===== config.mk =====
export PLATFORM = sky130hd
export DESIGN_NAME = cwdm_config_regs
export DESIGN_NICKNAME = d
export VERILOG_FILES = /design/src/hdl/cwdm_pkg.sv /design/src/hdl/cwdm_config_regs.sv /design/src/hdl/cwdm_serializer.sv
export SDC_FILE = /design/constraint.sdc
export NUM_CORES = 1
export LEC_CHECK = 0
export BUFFER_PORTS_ARGS = -buffer_cell sky130_fd_sc_hd__buf_4
export CORE_MARGIN = 2
export CORE_UTILIZATION = 58
export CTS_CLUSTER_SIZE = 20
export DETAILED_ROUTE_END_ITERATION = 16
export MAX_ROUTING_LAYER = met4
export PLACE_DENSITY_LB_ADDON = 0.15
export RECOVER_POWER = 25
export SYNTH_ARGS = -nofsm -noshare
export SYNTH_HDL_FRONTEND = slang
export SYNTH_SLANG_ARGS = --single-unit

===== constraint.sdc =====
create_clock -name clk_sys_i -period 46.1 [get_ports clk_sys_i]
set_input_delay 4.61 -clock clk_sys_i [delete_from_list [all_inputs] [get_ports clk_sys_i]]
set_output_delay 4.61 -clock clk_sys_i [all_outputs]
set_load 0.01 [all_outputs]

===== src/hdl/cwdm_pkg.sv =====
// Package with offsets, field positions, reset values and codes of the CW and demodulator bank.
package cwdm_pkg;

   // Serial frame layout: eight address bits, then sixteen data bits, MSB first.
   localparam int ADDR_W     = 8;
   localparam int DATA_W     = 16;
   localparam int FRAME_BITS = 24;

   // Register offsets within the six low address bits.
   localparam logic [5:0] OFS_TRIGGER  = 6'h00;
   localparam logic [5:0] OFS_TAG      = 6'h01;
   localparam logic [5:0] OFS_PATTERN  = 6'h02;
   localparam logic [5:0] OFS_FORMAT   = 6'h03;
   localparam logic [5:0] OFS_ORDER    = 6'h04;
   localparam logic [5:0] OFS_CUSTOM   = 6'h05;
   localparam logic [5:0] OFS_GAIN     = 6'h36;
   localparam logic [5:0] OFS_PHASE_LO = 6'h37;
   localparam logic [5:0] OFS_PHASE_HI = 6'h38;

   // Field positions.
   localparam int TRIGGER_BIT  = 2;
   localparam int READBACK_BIT = 1;
   localparam int TAG_LSB      = 0;
   localparam int PATTERN_LSB  = 13;
   localparam int RATIO_LSB    = 13;
   localparam int WIDTH_LSB    = 9;
   localparam int ORDER_BIT    = 4;
   localparam int GAIN_LSB     = 0;

   // Values after reset.
   localparam logic [4:0]  TAG_RESET     = 5'h00;
   localparam logic [2:0]  PATTERN_RESET = 3'h0;
   localparam logic [1:0]  RATIO_RESET   = 2'h3;
   localparam logic [2:0]  WIDTH_RESET   = 3'h0;
   localparam logic        ORDER_RESET   = 1'b0;
   localparam logic [15:0] CUSTOM_RESET  = 16'h0000;
   localparam logic [4:0]  GAIN_RESET    = 5'h00;
   localparam logic [31:0] PHASE_RESET   = 32'h0000_0000;
   localparam logic [2:0]  PIN_IDLE      = 3'h2;

   // Output pattern codes.
   localparam logic [2:0] PAT_NORMAL   = 3'h0;
   localparam logic [2:0] PAT_CUSTOM   = 3'h3;
   localparam logic [2:0] PAT_TAG_RAMP = 3'h7;

   // Serializer ratio codes and bits per word.
   localparam logic [1:0] RATIO_RSVD = 2'h0;
   localparam logic [1:0] RATIO_12   = 2'h1;
   localparam logic [1:0] RATIO_14   = 2'h2;
   localparam logic [1:0] RATIO_16   = 2'h3;
   localparam logic [4:0] BITS_12    = 5'h0c;
   localparam logic [4:0] BITS_14    = 5'h0e;
   localparam logic [4:0] BITS_16    = 5'h10;
   localparam logic [4:0] BITS_13    = 5'h0d;

   // Output word width codes.
   localparam logic [2:0] WIDTH_14 = 3'h0;
   localparam logic [2:0] WIDTH_13 = 3'h1;
   localparam logic [2:0] WIDTH_12 = 3'h2;
   localparam logic [2:0] WIDTH_16 = 3'h4;

   // Sub-die select codes in the two top address bits.
   localparam logic [1:0] DIE_BOTH = 2'h3;
   localparam logic [1:0] DIE_HIGH = 2'h2;
   localparam logic [1:0] DIE_LOW  = 2'h1;

   // Feedback conductances in units of 1/2000 siemens, and gain numerator in Q8.
   localparam logic [4:0]  COND_250  = 5'h08;
   localparam logic [4:0]  COND_500  = 5'h04;
   localparam logic [4:0]  COND_1000 = 5'h02;
   localparam logic [4:0]  COND_2000 = 5'h01;
   localparam logic [10:0] GAIN_NUM  = 11'h400;

   // Mixer phase step in tenths of a degree.
   localparam int          NUM_CH     = 8;
   localparam int          PHASE_W    = 4;
   localparam logic [11:0] PHASE_STEP = 12'h0e1;

   typedef enum logic [2:0] {
      SPI_IDLE = 3'b001,
      SPI_ADDR = 3'b010,
      SPI_DATA = 3'b100
   } cwdm_spi_state_t;

endpackage : cwdm_pkg


===== src/hdl/cwdm_config_regs.sv =====
// CW path and demodulator configuration bank with serial port and output formatter.
// Function
// - Five-bit gain field; bits weight 250, 250, 500, 1000, 2000 ohm, parallel.
// - Gain equals parallel resistance over 500 ohm; all-zero code has no gain.
// - Eight 4-bit phase codes, channels one-four then five-eight, nibble by nibble.
// - Phase code n shifts the mixing phase by n times 22.5 degrees.
// - Writing one to the trigger bit makes one internal transmit trigger pulse.
// - Write-only readback enable makes reads drive data on the readback pin.
// - Pattern select: 000 normal, 011 fixed test word, 111 tag plus ramp with the demodulator on, else normal.
// - Tag-ramp word carries tag and sub-die in low byte, ramp above it.
// - Five-bit unit tag register resets to zero.
// - Ratio field 01, 10, 11 give 12, 14, 16 bits; reset is 11.
// - Width field: 000 14 bits, 001 13, 010 12, 100 16 with the demodulator on, else 14.
// - Bit order bit: zero sends LSB first, one sends MSB first.
// - Fixed test word always goes out LSB first.
// - Top two address bits pick sub-die; 11 writes both.
// - Sixteen-bit fixed test word register, reset zero.
module cwdm_config_regs
   import cwdm_pkg::*;
#(
   parameter logic DIE_ID = 1'b0
)
(
   input  wire logic        clk_sys_i,
   input  wire logic        reset_i,
   input  wire logic        serial_clk_i,
   input  wire logic        serial_enable_n_i,
   input  wire logic        serial_data_i,
   output logic             serial_readback_pin_o,
   input  wire logic        demod_enable_i,
   input  wire logic [15:0] sample_i,
   output logic             transmit_trigger_o,
   output logic             readback_enable_o,
   output logic [4:0]       sum_gain_code_o,
   output logic [10:0]      sum_gain_q8_o,
   output logic             sum_gain_valid_o,
   output logic [31:0]      mixer_phase_code_o,
   output logic [95:0]      mixer_phase_deci_deg_o,
   output logic [2:0]       output_pattern_o,
   output logic [1:0]       serializer_ratio_o,
   output logic [2:0]       output_width_o,
   output logic             msb_first_o,
   output logic             serial_data_o,
   output logic             serial_frame_o
);

   cwdm_spi_state_t state;
   logic [2:0]  pin_raw, pin_s1, pin_s2, pin_s3, pin_f, eff_pattern;
   logic        sclk_prev, sclk_rise, sclk_fall, frame_end, die_hit, wr_pulse;
   logic        ser_load, ser_msb_first;
   logic [4:0]  bit_cnt, unit_tag, gain_cond, width_bits;
   logic [7:0]  rx_addr, ramp;
   logic [5:0]  wr_addr;
   logic [15:0] rx_data, rd_shift, wr_data, custom_word, read_word, width_mask, ser_word;

   // Pins pass three flops; a new level counts once the second and third agree.
   assign pin_raw = {serial_clk_i, serial_enable_n_i, serial_data_i};
   for (genvar i = 0; i < 3; i++) begin : g_sync
      always_ff @(posedge clk_sys_i) begin
         if (reset_i) begin
            pin_s1[i] <= PIN_IDLE[i];
            pin_s2[i] <= PIN_IDLE[i];
            pin_s3[i] <= PIN_IDLE[i];
            pin_f[i]  <= PIN_IDLE[i];
         end else begin
            pin_s1[i] <= pin_raw[i];
            pin_s2[i] <= pin_s1[i];
            pin_s3[i] <= pin_s2[i];
            if (pin_s2[i] == pin_s3[i]) begin
               pin_f[i] <= pin_s3[i];
            end
         end
      end
   end

   // Serial clock edges seen in the system clock domain.
   always_ff @(posedge clk_sys_i) begin
      if (reset_i) begin
         sclk_prev <= 1'b0;
      end else begin
         sclk_prev <= pin_f[2];
      end
   end
   assign sclk_rise = pin_f[2] & ~sclk_prev;
   assign sclk_fall = ~pin_f[2] & sclk_prev;
   assign frame_end = pin_f[1] & (state == SPI_DATA) & (bit_cnt == BITS_16);

   // Frame sequencer: address bits, then data bits; a short frame is dropped.
   always_ff @(posedge clk_sys_i) begin
      if (reset_i) begin
         state   <= SPI_IDLE;
         bit_cnt <= 5'h00;
         rx_addr <= 8'h00;
         rx_data <= 16'h0000;
      end else begin
         case (state)
            SPI_IDLE: begin
               bit_cnt <= 5'h00;
               if (!pin_f[1]) begin
                  state <= SPI_ADDR;
               end
            end
            SPI_ADDR: begin
               if (pin_f[1]) begin
                  state <= SPI_IDLE;
               end else if (sclk_rise) begin
                  rx_addr <= {rx_addr[6:0], pin_f[0]};
                  if (bit_cnt == 5'h07) begin
                     bit_cnt <= 5'h00;
                     state   <= SPI_DATA;
                  end else begin
                     bit_cnt <= bit_cnt + 5'h01;
                  end
               end
            end
            SPI_DATA: begin
               if (pin_f[1]) begin
                  state <= SPI_IDLE;
               end else if (sclk_rise && (bit_cnt != BITS_16)) begin
                  rx_data <= {rx_data[14:0], pin_f[0]};
                  bit_cnt <= bit_cnt + 5'h01;
               end
            end
            default: begin
               state <= SPI_IDLE;
            end
         endcase
      end
   end

   // Both sub-dies take code 11; each single code reaches only its own die.
   always_comb begin
      case (rx_addr[7:6])
         DIE_BOTH: die_hit = 1'b1;
         DIE_HIGH: die_hit = DIE_ID;
         DIE_LOW:  die_hit = ~DIE_ID;
         default:  die_hit = 1'b0;
      endcase
   end

   // A completed frame becomes one write pulse; in readback mode only offset 0 is written,
   // so a read frame cannot disturb the register it reads.
   always_ff @(posedge clk_sys_i) begin
      if (reset_i) begin
         wr_pulse <= 1'b0;
         wr_addr  <= 6'h00;
         wr_data  <= 16'h0000;
      end else begin
         wr_pulse <= frame_end & die_hit &
                     (~readback_enable_o | (rx_addr[5:0] == OFS_TRIGGER));
         wr_addr  <= rx_addr[5:0];
         wr_data  <= rx_data;
      end
   end

   // Register readout: the word is loaded after the address and leaves on falling edges.
   always_ff @(posedge clk_sys_i) begin
      if (reset_i) begin
         rd_shift              <= 16'h0000;
         serial_readback_pin_o <= 1'b0;
      end else if (!readback_enable_o || state != SPI_DATA) begin
         serial_readback_pin_o <= 1'b0;
         if (state == SPI_ADDR && sclk_rise && bit_cnt == 5'h07) begin
            rd_shift <= read_word;
         end
      end else if (sclk_fall) begin
         serial_readback_pin_o <= rd_shift[15];
         rd_shift              <= {rd_shift[14:0], 1'b0};
      end
   end

   // Offset 0 is write-only: trigger self clears, readback enable holds.
   always_ff @(posedge clk_sys_i) begin
      if (reset_i) begin
         transmit_trigger_o <= 1'b0;
         readback_enable_o  <= 1'b0;
      end else begin
         transmit_trigger_o <= wr_pulse & (wr_addr == OFS_TRIGGER) & wr_data[TRIGGER_BIT];
         if (wr_pulse && wr_addr == OFS_TRIGGER) begin
            readback_enable_o <= wr_data[READBACK_BIT];
         end
      end
   end

   // Demodulator control registers.
   always_ff @(posedge clk_sys_i) begin
      if (reset_i) begin
         unit_tag           <= TAG_RESET;
         output_pattern_o   <= PATTERN_RESET;
         serializer_ratio_o <= RATIO_RESET;
         output_width_o     <= WIDTH_RESET;
         msb_first_o        <= ORDER_RESET;
         custom_word        <= CUSTOM_RESET;
      end else if (wr_pulse) begin
         case (wr_addr)
            OFS_TAG:     unit_tag <= wr_data[TAG_LSB +: 5];
            OFS_PATTERN: output_pattern_o <= wr_data[PATTERN_LSB +: 3];
            OFS_FORMAT: begin
               serializer_ratio_o <= wr_data[RATIO_LSB +: 2];
               output_width_o     <= wr_data[WIDTH_LSB +: 3];
            end
            OFS_ORDER:   msb_first_o <= wr_data[ORDER_BIT];
            OFS_CUSTOM:  custom_word <= wr_data;
            default: ;
         endcase
      end
   end

   // CW path registers.
   always_ff @(posedge clk_sys_i) begin
      if (reset_i) begin
         sum_gain_code_o    <= GAIN_RESET;
         mixer_phase_code_o <= PHASE_RESET;
      end else if (wr_pulse) begin
         case (wr_addr)
            OFS_GAIN:     sum_gain_code_o <= wr_data[GAIN_LSB +: 5];
            OFS_PHASE_LO: mixer_phase_code_o[15:0] <= wr_data;
            OFS_PHASE_HI: mixer_phase_code_o[31:16] <= wr_data;
            default: ;
         endcase
      end
   end

   // Readback map; write-only offset and unlisted bits read as zero.
   always_comb begin
      read_word = 16'h0000;
      case ({rx_addr[4:0], pin_f[0]}) // The last address bit is still on the pin at load.
         OFS_TAG:      read_word[TAG_LSB +: 5] = unit_tag;
         OFS_PATTERN:  read_word[PATTERN_LSB +: 3] = output_pattern_o;
         OFS_FORMAT: begin
            read_word[RATIO_LSB +: 2] = serializer_ratio_o;
            read_word[WIDTH_LSB +: 3] = output_width_o;
         end
         OFS_ORDER:    read_word[ORDER_BIT] = msb_first_o;
         OFS_CUSTOM:   read_word = custom_word;
         OFS_GAIN:     read_word[GAIN_LSB +: 5] = sum_gain_code_o;
         OFS_PHASE_LO: read_word = mixer_phase_code_o[15:0];
         OFS_PHASE_HI: read_word = mixer_phase_code_o[31:16];
         default:      read_word = 16'h0000;
      endcase
   end

   // Parallel feedback network as total conductance; gain is its inverse scaled to 500 ohm.
   assign gain_cond = (sum_gain_code_o[0] ? COND_250 : 5'h00)
                    + (sum_gain_code_o[1] ? COND_250 : 5'h00)
                    + (sum_gain_code_o[2] ? COND_500 : 5'h00)
                    + (sum_gain_code_o[3] ? COND_1000 : 5'h00)
                    + (sum_gain_code_o[4] ? COND_2000 : 5'h00);
   always_ff @(posedge clk_sys_i) begin
      if (reset_i) begin
         sum_gain_q8_o    <= 11'h000;
         sum_gain_valid_o <= 1'b0;
      end else begin
         sum_gain_valid_o <= (gain_cond != 5'h00);
         sum_gain_q8_o    <= (gain_cond == 5'h00) ? 11'h000 : GAIN_NUM / {6'h00, gain_cond};
      end
   end

   // Phase shift per channel in tenths of a degree.
   for (genvar ch = 0; ch < NUM_CH; ch++) begin : g_phase
      always_ff @(posedge clk_sys_i) begin
         if (reset_i) begin
            mixer_phase_deci_deg_o[ch*12 +: 12] <= 12'h000;
         end else begin
            mixer_phase_deci_deg_o[ch*12 +: 12] <=
               {8'h00, mixer_phase_code_o[ch*PHASE_W +: PHASE_W]} * PHASE_STEP;
         end
      end
   end

   // Effective pattern: reserved codes and tag-ramp without the demodulator give normal data.
   always_comb begin
      if (output_pattern_o == PAT_CUSTOM) begin
         eff_pattern = PAT_CUSTOM;
      end else if (output_pattern_o == PAT_TAG_RAMP && demod_enable_i) begin
         eff_pattern = PAT_TAG_RAMP;
      end else begin
         eff_pattern = PAT_NORMAL;
      end
   end

   // Significant bits of normal data; 16 bits only makes sense behind the demodulator.
   always_comb begin
      case (output_width_o)
         WIDTH_13: width_bits = BITS_13;
         WIDTH_12: width_bits = BITS_12;
         WIDTH_16: width_bits = demod_enable_i ? BITS_16 : BITS_14;
         default:  width_bits = BITS_14;
      endcase
   end
   assign width_mask = 16'hffff >> (BITS_16 - width_bits);

   // Ramp advances once per word taken in tag-ramp mode.
   always_ff @(posedge clk_sys_i) begin
      if (reset_i) begin
         ramp <= 8'h00;
      end else if (ser_load && eff_pattern == PAT_TAG_RAMP) begin
         ramp <= ramp + 8'h01;
      end
   end

   // Word handed to the serializer.
   always_comb begin
      case (eff_pattern)
         PAT_CUSTOM:   ser_word = custom_word;
         PAT_TAG_RAMP: ser_word = {ramp, unit_tag, 2'h0, DIE_ID};
         default:      ser_word = sample_i & width_mask;
      endcase
   end

   // The fixed test word ignores the order bit.
   assign ser_msb_first = msb_first_o & (eff_pattern != PAT_CUSTOM);

   cwdm_serializer u_serializer (
      .clk_sys_i   (clk_sys_i),
      .reset_i     (reset_i),
      .word_i      (ser_word),
      .ratio_i     (serializer_ratio_o),
      .msb_first_i (ser_msb_first),
      .load_o      (ser_load),
      .bit_o       (serial_data_o),
      .frame_o     (serial_frame_o)
   );
endmodule : cwdm_config_regs


===== src/hdl/cwdm_serializer.sv =====
// Output serializer: shifts one word per frame at the selected ratio and bit order.
module cwdm_serializer
   import cwdm_pkg::*;
(
   input  wire logic        clk_sys_i,
   input  wire logic        reset_i,
   input  wire logic [15:0] word_i,
   input  wire logic [1:0]  ratio_i,
   input  wire logic        msb_first_i,
   output logic             load_o,
   output logic             bit_o,
   output logic             frame_o
);

   logic [4:0]  bit_idx;
   logic [4:0]  frame_len;
   logic [15:0] shreg;
   logic [15:0] aligned;
   logic        msb_mode;

   // The reserved ratio code falls back to sixteen bits.
   always_comb begin
      case (ratio_i)
         RATIO_12: frame_len = BITS_12;
         RATIO_14: frame_len = BITS_14;
         default:  frame_len = BITS_16;
      endcase
   end

   // Left-align the word so the MSB of the frame sits in bit 15.
   assign aligned = word_i << (BITS_16 - frame_len);
   assign load_o  = (bit_idx >= (frame_len - 5'h01)); // A shorter ratio ends the word at once.

   // The order is latched per word so a mid-frame change cannot scramble a word.
   always_ff @(posedge clk_sys_i) begin
      if (reset_i) begin
         bit_idx  <= 5'h00;
         shreg    <= 16'h0000;
         msb_mode <= 1'b0;
         bit_o    <= 1'b0;
         frame_o  <= 1'b0;
      end else if (load_o) begin
         bit_idx  <= 5'h00;
         msb_mode <= msb_first_i;
         bit_o    <= msb_first_i ? aligned[15] : word_i[0];
         shreg    <= msb_first_i ? (aligned << 1) : (word_i >> 1);
         frame_o  <= 1'b1;
      end else begin
         bit_idx  <= bit_idx + 5'h01;
         bit_o    <= msb_mode ? shreg[15] : shreg[0];
         shreg    <= msb_mode ? (shreg << 1) : (shreg >> 1);
         frame_o  <= 1'b0;
      end
   end

endmodule : cwdm_serializer


Yosys cells after proc, flatten, opt, wreduce, memory -nomap -nowiden
Index checks and enable logic that the tools add are counted.

Flip-flop bits (word level): 294. Bits in latches: 0. Memory bits (writable): 0. Memory bits (read-only): 0. Input bits: 22. Output and inout port bits: 159. Word-level logic and storage cells: 205. Memories kept: 0.

$add $sub $neg: 10. $mul: 8. Div/mod/pow operators: 1. $lt $le $gt $ge: 1. Equality and inequality tests: 47. Shift operators: 2. Muxes and demuxes: 41. Bitwise operators: 15. Reduce and logical (&&, ||, !) cells: 31.

Operators by type and width (number): multiplier 4 x 8 -> 12 bit, second input constant (8); 2-to-1 mux 16 bit (6); equality test 6 bit, second input constant (6); case mux 16 bit (2 select lines) (1); 2-to-1 mux 5 bit (6); case mux 5 bit (3 select lines) (2); equality test 6 x 2 -> 1 bit, second input constant (4); equality test 6 x 3 -> 1 bit, second input constant (4); 2-to-1 mux 3 bit (8); case mux 4 bit (5 select lines) (1); AND reduction 2 bit (9); bitwise AND 16 bit (1); left shift 16 x 5 -> 16 bit (1); >> shifter 16 x 5 -> 16 bit, first input constant (1); equality test 3 x 2 -> 1 bit, second input constant (4); equality test 3 bit, second input constant (4); equality test 6 x 1 -> 1 bit, second input constant (2); logical NOT 6 bit (2); case mux 3 bit (4 select lines) (1); case mux 4 bit (3 select lines) (1); divider 11 x 5 -> 11 bit, first input constant (1); adder 5 x 1 -> 5 bit, second input constant (2); != test 2 bit, second input constant (5); case mux 2 bit (5 select lines) (1); other kinds (40) (75).

Depth between registers and ports, before layout
Gate-level depths: netlist of run 1.

Depth in word-level cells: 9. Depth in mapped cells: 80. Mapped depth without buffers: 79.

Cells and area by module
Synthesis of run 1 repeated with hierarchy kept, for this count alone.

Cells, all modules: 1650. Area total of the unflattened synthesis: 15524.9 um^2.

Modules (own cells, without submodules): cwdm_config_regs (times used 1, cells an instance 1475, area an instance 13634.3 um^2, seq. area each 5064.9 um^2); cwdm_serializer (times used 1, cells an instance 175, area an instance 1890.6 um^2, seq. area each 480.5 um^2).

Worst setup path before layout of run 1
OpenSTA, ideal clock, no wires.

Path type: register to register. Start: register sum_gain_code_o[0]. End: register sum_gain_q8_o[0]. Library setup time: 70 ps. Arrival time: 14809 ps. Required time: 46030 ps. Slack: 31222 ps. Stages on the path, launching flop included: 79. Buffers on the path: 2. Period minus slack after synthesis: 14878 ps. Cell sequence: dfxtp_1 > inv_1 > ha_1 > nor2_1 > o2111ai_1 > ha_1 > nor2b_1 > o21bai_1 > o2bb2ai_1 > inv_1 > ha_1 > o21a_1 > o31a_1 > o21ai_0 > nand2_1 > ha_1 > a21oi_1 > a21boi_1 > [43 not listed] > nor2_1 > ha_1 > nor2b_1 > o21ai_0 > nand2b_1 > a21o_1 > a21o_1 > and4b_1 > buf_4 > nand2_2 > mux2_4 > ha_1 > a21boi_0 > o21a_1 > o21ai_0 > and3b_1 > a41o_1 > a21oi_1.

Longest elaborated chain between the ends: 7. Elaborated cells between the ends (all ways): 8. Those cells by class: add/sub: 4; div: 1; mux: 1; reduce/logical: 2.

Ends and longest elaborated chain: from (decl) (line cwdm_config_regs.sv:34) `output logic [4:0] sum_gain_code_o,`; from (signal assigned) (line cwdm_config_regs.sv:216) `OFS_GAIN: sum_gain_code_o <= wr_data[GAIN_LSB +: 5];`; 2-to-1 mux 4 bit * (line cwdm_config_regs.sv:244) `assign gain_cond = (sum_gain_code_o[0] ? COND_250 : 5'h00)`; adder 4 x 4 -> 5 bit * (line cwdm_config_regs.sv:245) `+ (sum_gain_code_o[1] ? COND_250 : 5'h00)`; adder 5 x 3 -> 5 bit * (line cwdm_config_regs.sv:246) `+ (sum_gain_code_o[2] ? COND_500 : 5'h00)`; adder 5 x 2 -> 5 bit * (line cwdm_config_regs.sv:247) `+ (sum_gain_code_o[3] ? COND_1000 : 5'h00)`; adder 5 x 1 -> 5 bit * (line cwdm_config_regs.sv:248) `+ (sum_gain_code_o[4] ? COND_2000 : 5'h00);`; parallel branches: the longest is 2 deep, another holds divider 11 x 5 -> 11 bit; to (signal assigned) (line cwdm_config_regs.sv:255) `sum_gain_q8_o <= (gain_cond == 5'h00) ? 11'h000 : GAIN_NUM / {6'h00, gain_cond};`; to (decl) (line cwdm_config_regs.sv:35) `output logic [10:0] sum_gain_q8_o,`.

Every way passes the cells marked *. A chain may end at the register's enable or synchronous reset.

Worst setup path after layout of run 1
Start: register sum_gain_code_o[4]. End: register sum_gain_q8_o[0].

Longest elaborated chain between the ends: 4. Elaborated cells between the ends (all ways): 5. Those cells by class: add/sub: 1; div: 1; mux: 1; reduce/logical: 2.

Ends and longest elaborated chain (line): 2-to-1 mux 1 bit * (cwdm_config_regs.sv:248); adder 5 x 1 -> 5 bit * (cwdm_config_regs.sv:248); parallel branches: the longest is 2 deep, another holds divider 11 x 5 -> 11 bit.

Marked as above.

==> summary.txt, run 1 <==
Timing
  – Min Clock Period, post-route: 17.07 ns
  – Slew Viols, Final: 157
  – Skew final: 0.00965 ns
  – Final hold vios: 0
  – FMAX: 0.0586 GHz
  – RSZ-0062 raised after global routing: no
  – Worst relative slew slack: -146%
  – Period utilisation layout: 37.0%
  – Actual slew at the worst max-slew pin: 3.68 ns
  – Setup Total Neg Slack: 0 ns
  – Final setup vio count: 0

Power and ir drop
  – Logic pwr share: 1.7%
  – Peak VDD IR: 25.7 uV
  – Switching power: 0.105 mW
  – Reg power frac: 48.0%
  – Internal: 0.396 mW
  – PwrDens: 29.0 nW/um^2
  – Sw frac: 20.9%
  – Leakage power: 8.00 nW
  – Clock Power Share: 50.3%

Placement
  – Dpl hpwl: 26500 um
  – PortBufs: 172
  – Routability Congestion: 0.888
  – DP Area: 16200 sq um

Min path
  – Hold/Removal Path Class: register to register

Drt
  – Via density: 5.73
  – WL per Instance: 17.7 um
  – ANT nets after route: 0
  – Drt drc: 0
  – DRT iter0 DRCs: 972
  – Total routed wirelength: 36800 um
  – Initial DRT Pass Iterations: 7
  – Via count: 11900

Finish
  – Layout Nets: 1910
  – Reg area: 5550 sq um
  – Final Cell Area: 17200 sq um
  – Final Util: 68.6%
  – ANT cells: 0
  – Multi-input gate area: 8700 sq um
  – Fillers: 2073
  – Area grow syn2layout: 16.5%
  – Layout cells sized above 1: 15.5%

Floorplan
  – Die ar.: 26800 sq um
  – Initial Util: 58.9%
  – Ports: 181
  – Core box area: 25100 sq um
  – # rows: 58
  – Die Span Y: 164 um
  – Die Wd: 164 um

Clocking
  – Clock latency on the worst-skew pair: 0.56 ns
  – CTS HTree Levels: 1
  – Num CTS Buffers: 29
  – Hold-fix buffers, CTS: 0
  – Post-CTS Setup Inserts: 0
  – Cts repair resizes: 0
  – Clk sinks: 277
  – Clock root buffer: clkbuf_16
  – Clock-pin slew on the worst setup and hold paths: 0.06 ns
  – Bufs on Longest Clock Path: 3
  – CTS tree: yes

Global routing
  – Met3 global-route usage: 3.06%
  – Grt ovf: 0
  – Initial antenna violation count: 0
  – Largest net degree at the start of global routing: 86
  – Grt met2 use: 44.9%
  – M1 GR Usage: 37.0%
  – GRT Total Usage: 27.6%
  – Global-route wire length before repair: 58000 um
  – Vias in the first global route: 11200
  – GRT busiest layer: met2

Logic synthesis
  – Sequential-to-total area share from yosys stat: 37.5%
  – Synth unique cells: 88
  – Mapped Cells: 1590
  – Synth Register Bits: 277
  – Primary FF master, synth: dfxtp_1
  – Cell area after synthesis: 14800 sq um
  – Syn Area/Cell: 9.30 sq um
  – Post-synth EDFFs: 0
  – Post-synth ARST share: 0%
  – Yosys warns: 0

Worst setup path
  – Highest-delay cell along the critical path: dfxtp_1
  – CP endpoint kind: register
  – Most frequent cell on the critical path: ha_1
  – Setup crit start kind: register
  – Crit path kind: register to register
  – Maximum fanout along the worst path: 29
  – Crit path required time: 46.60 ns
  – Flop2flop setup slack: 29.03 ns
  – Slowest stage delay, CP: 1.06 ns
  – Worst Path Arrival: 17.57 ns

Outcome
  – Failing checks: capacitance limit, slew limit
  – Run status: complete, but fails checks

Flow run
  – Max Cap Viol: 2
[per-layer routing]
metal | part of all wire [%] | wire, um
met1 | 46 | 17000
met2 | 46 | 17000
met3 | 5.6 | 2060
met4 | 2.0 | 733
met5 | 0 | 0
[power by group through the flow]
stage | sequential (mW) | combinational [mW] | clock, mW
2_1_floorplan | 0.246 | 0.00612 | 0
3_3_place_gp | 0.246 | 0.00849 | 0
3_5_place_dp | 0.246 | 0.00851 | 0
4_1_cts | 0.240 | 0.00855 | 0.255
5_1_grt | 0.240 | 0.00933 | 0.266
6_report | 0.240 | 0.00842 | 0.252
[layout make-up]
type | instances | area share (%)
Clock buffer | 38 | 4.76
Tap cell | 330 | 2.40
Clock inverter | 14 | 1.26
Inverter | 50 | 1.09
Sequential cell | 277 | 32.2
Timing Repair Buffer | 181 | 7.84
Multi-Input combinational cell | 1186 | 50.5
[synth_stat cells (all sizes together), types with 14 or more instances]
| library cell | n | share of area [%] |
|---|---|---|
| o21ai | 31 | 1.0 |
| nor2 | 245 | 6.3 |
| clkbuf | 53 | 1.3 |
| a21oi | 102 | 3.6 |
| a22oi | 22 | 1.2 |
| buf | 31 | 1.3 |
| xnor2 | 29 | 1.8 |
| xor2 | 30 | 1.8 |
| a222oi | 15 | 1.0 |
| dfxtp | 277 | 37 |
| nand2b | 19 | 0.85 |
| nor2b | 85 | 3.6 |
| mux2i | 98 | 6.6 |
| a21o | 32 | 1.6 |
| o221ai | 14 | 0.83 |
| ha | 139 | 12 |
| inv | 50 | 1.3 |
| nand2 | 82 | 2.1 |
| fa | 24 | 3.2 |
[metrics by stage]
step,power (mW),setup slack (ns),hold slack (ns),instances
2_1_floorplan,0.252,31.22,0.389,1597
3_3_place_gp,0.254,29.72,0.391,2024
3_5_place_dp,0.254,29.23,0.398,2024
4_1_cts,0.504,29.18,0.413,2076
5_1_grt,0.515,27.64,0.437,2076
6_report,0.500,29.03,0.410,2076
[worst max-delay path: cells and delay by family, from the launching register on]
family,cells,cell delay (ns)
muxes,1,0.30
xor gates and xnor gates,1,0.14
AOI/OAI and AO/OA,42,8.51
and+or+nand+nor,18,3.54
adders and majority gates,10,3.17
buffers and inverters,2,0.25
DFF,1,1.06
[kinds of logic (layout without fill, tap and decap cells)]
group / Yosys count / after routing / synth area share [%]
AOI/OAI and AO/OA: 323 / 323 / 15.5
xor gates and xnor gates: 59 / 59 / 3.54
adders and majority gates: 163 / 163 / 15.0
buffers and inverters: 134 / 283 / 3.91
DFF: 277 / 277 / 37.5
muxes: 108 / 108 / 7.47
other: 1 / 8 / 0.0253
and+or+nand+nor: 525 / 525 / 17.1
[cells in the final DEF, fill, tap and decap left out, drive strengths merged, types with 6 or more instances in the layout]
cell    Yosys  routed
a21o       32      32
a211oi     10      10
nor2      245     245
o221ai     14      14
nor2b      85      85
o21a        7       7
fa         24      24
o211ai      7       7
xor2       30      30
dfxtp     277     277
nand2      82      82
a22oi      22      22
conb        1       8
or2         9       9
xnor2      29      29
a31o        6       6
nor3       12      12
mux2       10      10
nor4        7       7
buf        31     179
nor3b       7       7
mux2i      98      98
clkinv      0       6
o21ai      31      31
o21bai      6       6
and2        6       6
nand2b     19      19
nand4      10      10
o22ai       7       7
inv        50      52
a311oi      8       8
o22a       11      11
and3        8       8
ha        139     139
clkbuf     53      40
a222oi     15      15
a31oi       8       8
a21oi     102     102
nand3      12      12
[state kept, by name (all words and copies together), names as in the netlist, 2 cells and up]
name / count
mixer_phase_deci_deg_o: 80
u_serializer.bit_idx: 5
pin_f: 3
bit_cnt: 5
pin_s1: 3
sum_gain_code_o: 5
rx_addr: 7
wr_addr: 6
ramp: 8
rx_data: 16
mixer_phase_code_o: 32
u_serializer.shreg: 16
output_pattern_o: 3
sum_gain_q8_o: 11
rd_shift: 16
state: 3
pin_s3: 3
wr_data: 16
serializer_ratio_o: 2
custom_word: 16
pin_s2: 3
unit_tag: 5
output_width_o: 3
[final timing paths]
path                           start               end  depth (start not counted)
hold reg to reg            pin_s1[1]         pin_s2[1]                          1
setup / recovery  sum_gain_code_o[4]  sum_gain_q8_o[0]                         74
hold / removal             pin_s1[1]         pin_s2[1]                          1
setup reg to reg  sum_gain_code_o[4]  sum_gain_q8_o[0]                         74
Power figures use the tool's default switching activity.
==> inputs of run 2 (changes only) <==
clock period = 16.1 ns   (was 46.1 ns; I/O delays follow)
==> summary.txt, run 2 (synthesis gave the netlist of run 1 again) <==
Power and ir drop
  – Switching power: 0.294 mW
  – Internal: 1.09 mW
  – Leakage power: 7.96 nW
  – Peak VDD IR: 102 uV
  – Sw frac: 21.3%
  – Reg power frac: 49.7%
  – Clock Power Share: 48.5%
  – Pwr Total: 1.38 mW
  – PwrDens: 80.0 nW/um^2
  – Logic pwr share: 1.8%

Worst setup path
  – R2R Path Start: sum_gain_code_o[0]
  – Setup crit start kind: register
  – Worst path buffer plus inverter count: 5
  – Highest-delay cell along the critical path: or3b_4
  – Delay-heaviest family, CP: compound AO/OA/AOI/OAI gates
  – CP endpoint kind: register
  – Maximum fanout along the worst path: 7
  – Worst Path Arrival: 15.50 ns
  – Crit path required time: 16.55 ns
  – Slowest stage delay, CP: 0.42 ns
  – Reg2Reg Depth: 76
  – Crit path kind: register to register
  – Worst R2R End: sum_gain_q8_o[0]
  – Flop2flop setup slack: 1.05 ns

Timing
  – FMAX: 0.0664 GHz
  – Min Clock Period, post-route: 15.05 ns
  – Setup Total Neg Slack: 0 ns
  – Final hold vios: 0
  – Min Hold Slack: 0.412 ns
  – Skew final: 0.0153 ns
  – Period utilisation layout: 93.5%
  – Worst relative slew slack: -145%
  – Actual slew at the worst max-slew pin: 3.68 ns
  – Slew Viols, Final: 161
  – Final setup vio count: 0

Finish
  – ANT cells: 0
  – Reg area: 5550 sq um
  – Max reg flops: 80
  – Top reg by flops: mixer_phase_deci_deg_o
  – Multi-input gate area: 8790 sq um
  – Fillers: 2048
  – Layout cells sized above 1: 16.1%
  – Most common cell after layout, fill and taps aside: dfxtp_1
  – Most frequent cells in the layout: 275 x dfxtp_1, 240 x nor2_1, 173 x buf_4
  – Area grow syn2layout: 16.9%
  – Largest regs: mixer_phase_deci_deg_o (80), mixer_phase_code_o (32)
  – Layout Nets: 1927

Min path
  – Hold path startpoint: pin_s1[1]
  – WHS Path Cells: 1
  – Hold EP: pin_s2[1]
  – Hold/Removal Path Class: register to register

Global routing
  – Largest net degree at the start of global routing: 83
  – Vias in the first global route: 11400
  – Initial antenna violation count: 0
  – Global-route wire length before repair: 58500 um
  – GRT Total Usage: 27.8%
  – Grt ovf: 0

Outcome
  – Failing checks: capacitance limit, slew limit
  – Run status: complete, but fails checks

Floorplan
  – Ports: 181
  – Initial Util: 58.9%
  – Die Wd: 164 um
  – Die ar.: 26800 sq um
  – Core box area: 25100 sq um
  – Die Span Y: 164 um
  – # rows: 58

Drt
  – Drt drc: 0
  – Initial DRT Pass Iterations: 5
  – WL per Instance: 17.7 um
  – DRT iter0 DRCs: 1011
  – ANT nets after route: 0
  – Via count: 12100
  – Total routed wirelength: 37000 um
  – Via density: 5.79

Placement
  – PortBufs: 172
  – Dpl hpwl: 26700 um
  – Routability Congestion: 0.909

Clocking
  – CTS HTree Levels: 1
  – Clock latency on the worst-skew pair: 0.57 ns
  – Clk sinks: 277
  – CTS tree: yes
  – Bufs on Longest Clock Path: 3
  – Clock root buffer: clkbuf_16
  – Hold-fix buffers, CTS: 0
  – Clock-pin slew on the worst setup and hold paths: 0.07 ns
  – Num CTS Buffers: 29

Flow run
  – Max Cap Viol: 2
-- run 2: cell count changes in the layout (fill, tap and decap cells not counted), moves of 3 or more --
cell / change
a21oi_2: +4
o21ai_2: +3
nor2_1: -3
clkbuf_8: -3
a21oi_1: -5
buf_4: -6
clkbuf_1: +27
nor2_2: +3
-- run 2: what timing repair did --
action	in CTS	in global routing
setup endpoints to repair	0	2
gates resized for setup	0	27
setup buffers	0	7
-- run 2: per-stage QoR --
step	setup WS [ns]	std cells	util (%)	instance area (sq um)
6_report	1.05	2093	68.9	17300
3_3_place_gp	0.620	2034	64.9	16300
3_5_place_dp	0.117	2034	64.9	16300
5_1_grt	-0.0174	2093	68.9	17300
4_1_cts	0.0371	2086	68.7	17200
2_1_floorplan	1.22	1597	-	14800
-- run 2: layer usage --
layer	share of wire, %	vias to the layer above	track usage [%]
met4	3.0	0	8.65
met3	5.9	77	3.01
met1	45	5734	36.8
met2	46	413	45.1
li1	-	5900	-
met5	0	-	-
-- run 2: power groups by stage --
stage | combinational (mW) | sequential (mW) | clock (mW)
2_1_floorplan | 0.0175 | 0.703 | 0
5_1_grt | 0.0269 | 0.688 | 0.712
6_report | 0.0244 | 0.688 | 0.671
3_5_place_dp | 0.0245 | 0.703 | 0
3_3_place_gp | 0.0243 | 0.703 | 0
4_1_cts | 0.0245 | 0.688 | 0.683
-- run 2: final cells by class --
cell class | count | share of cell area [%]
clock buffers | 39 | 4.59
clock inverters | 13 | 0.948
inverters | 50 | 1.09
multi-input cells | 1186 | 50.9
flip-flops and latches | 277 | 32.1
well taps | 330 | 2.39
repair buffers | 198 | 8.05
-- run 2: worst max path at each step --
stage,start,to,cells after the start
finish,sum_gain_code_o[0],sum_gain_q8_o[0],76
floorplan,sum_gain_code_o[0],sum_gain_q8_o[0],78
CTS,sum_gain_code_o[1],sum_gain_q8_o[0],78
global route,sum_gain_code_o[0],sum_gain_q8_o[0],78
detailed placement,sum_gain_code_o[0],sum_gain_q8_o[0],78
global placement,sum_gain_code_o[0],sum_gain_q8_o[0],78
-- run 2: worst register-to-register path: cells and delay by family, from the launching register on --
| kind | cells | cell delay, ns |
|---|---|---|
| adders and majority gates | 11 | 3.50 |
| muxes | 1 | 0.31 |
| and+or+nand+nor | 20 | 3.49 |
| buffers and inverters | 5 | 0.62 |
| DFF | 1 | 0.36 |
| AOI/OAI and AO/OA | 38 | 6.54 |
| xor gates and xnor gates | 1 | 0.16 |
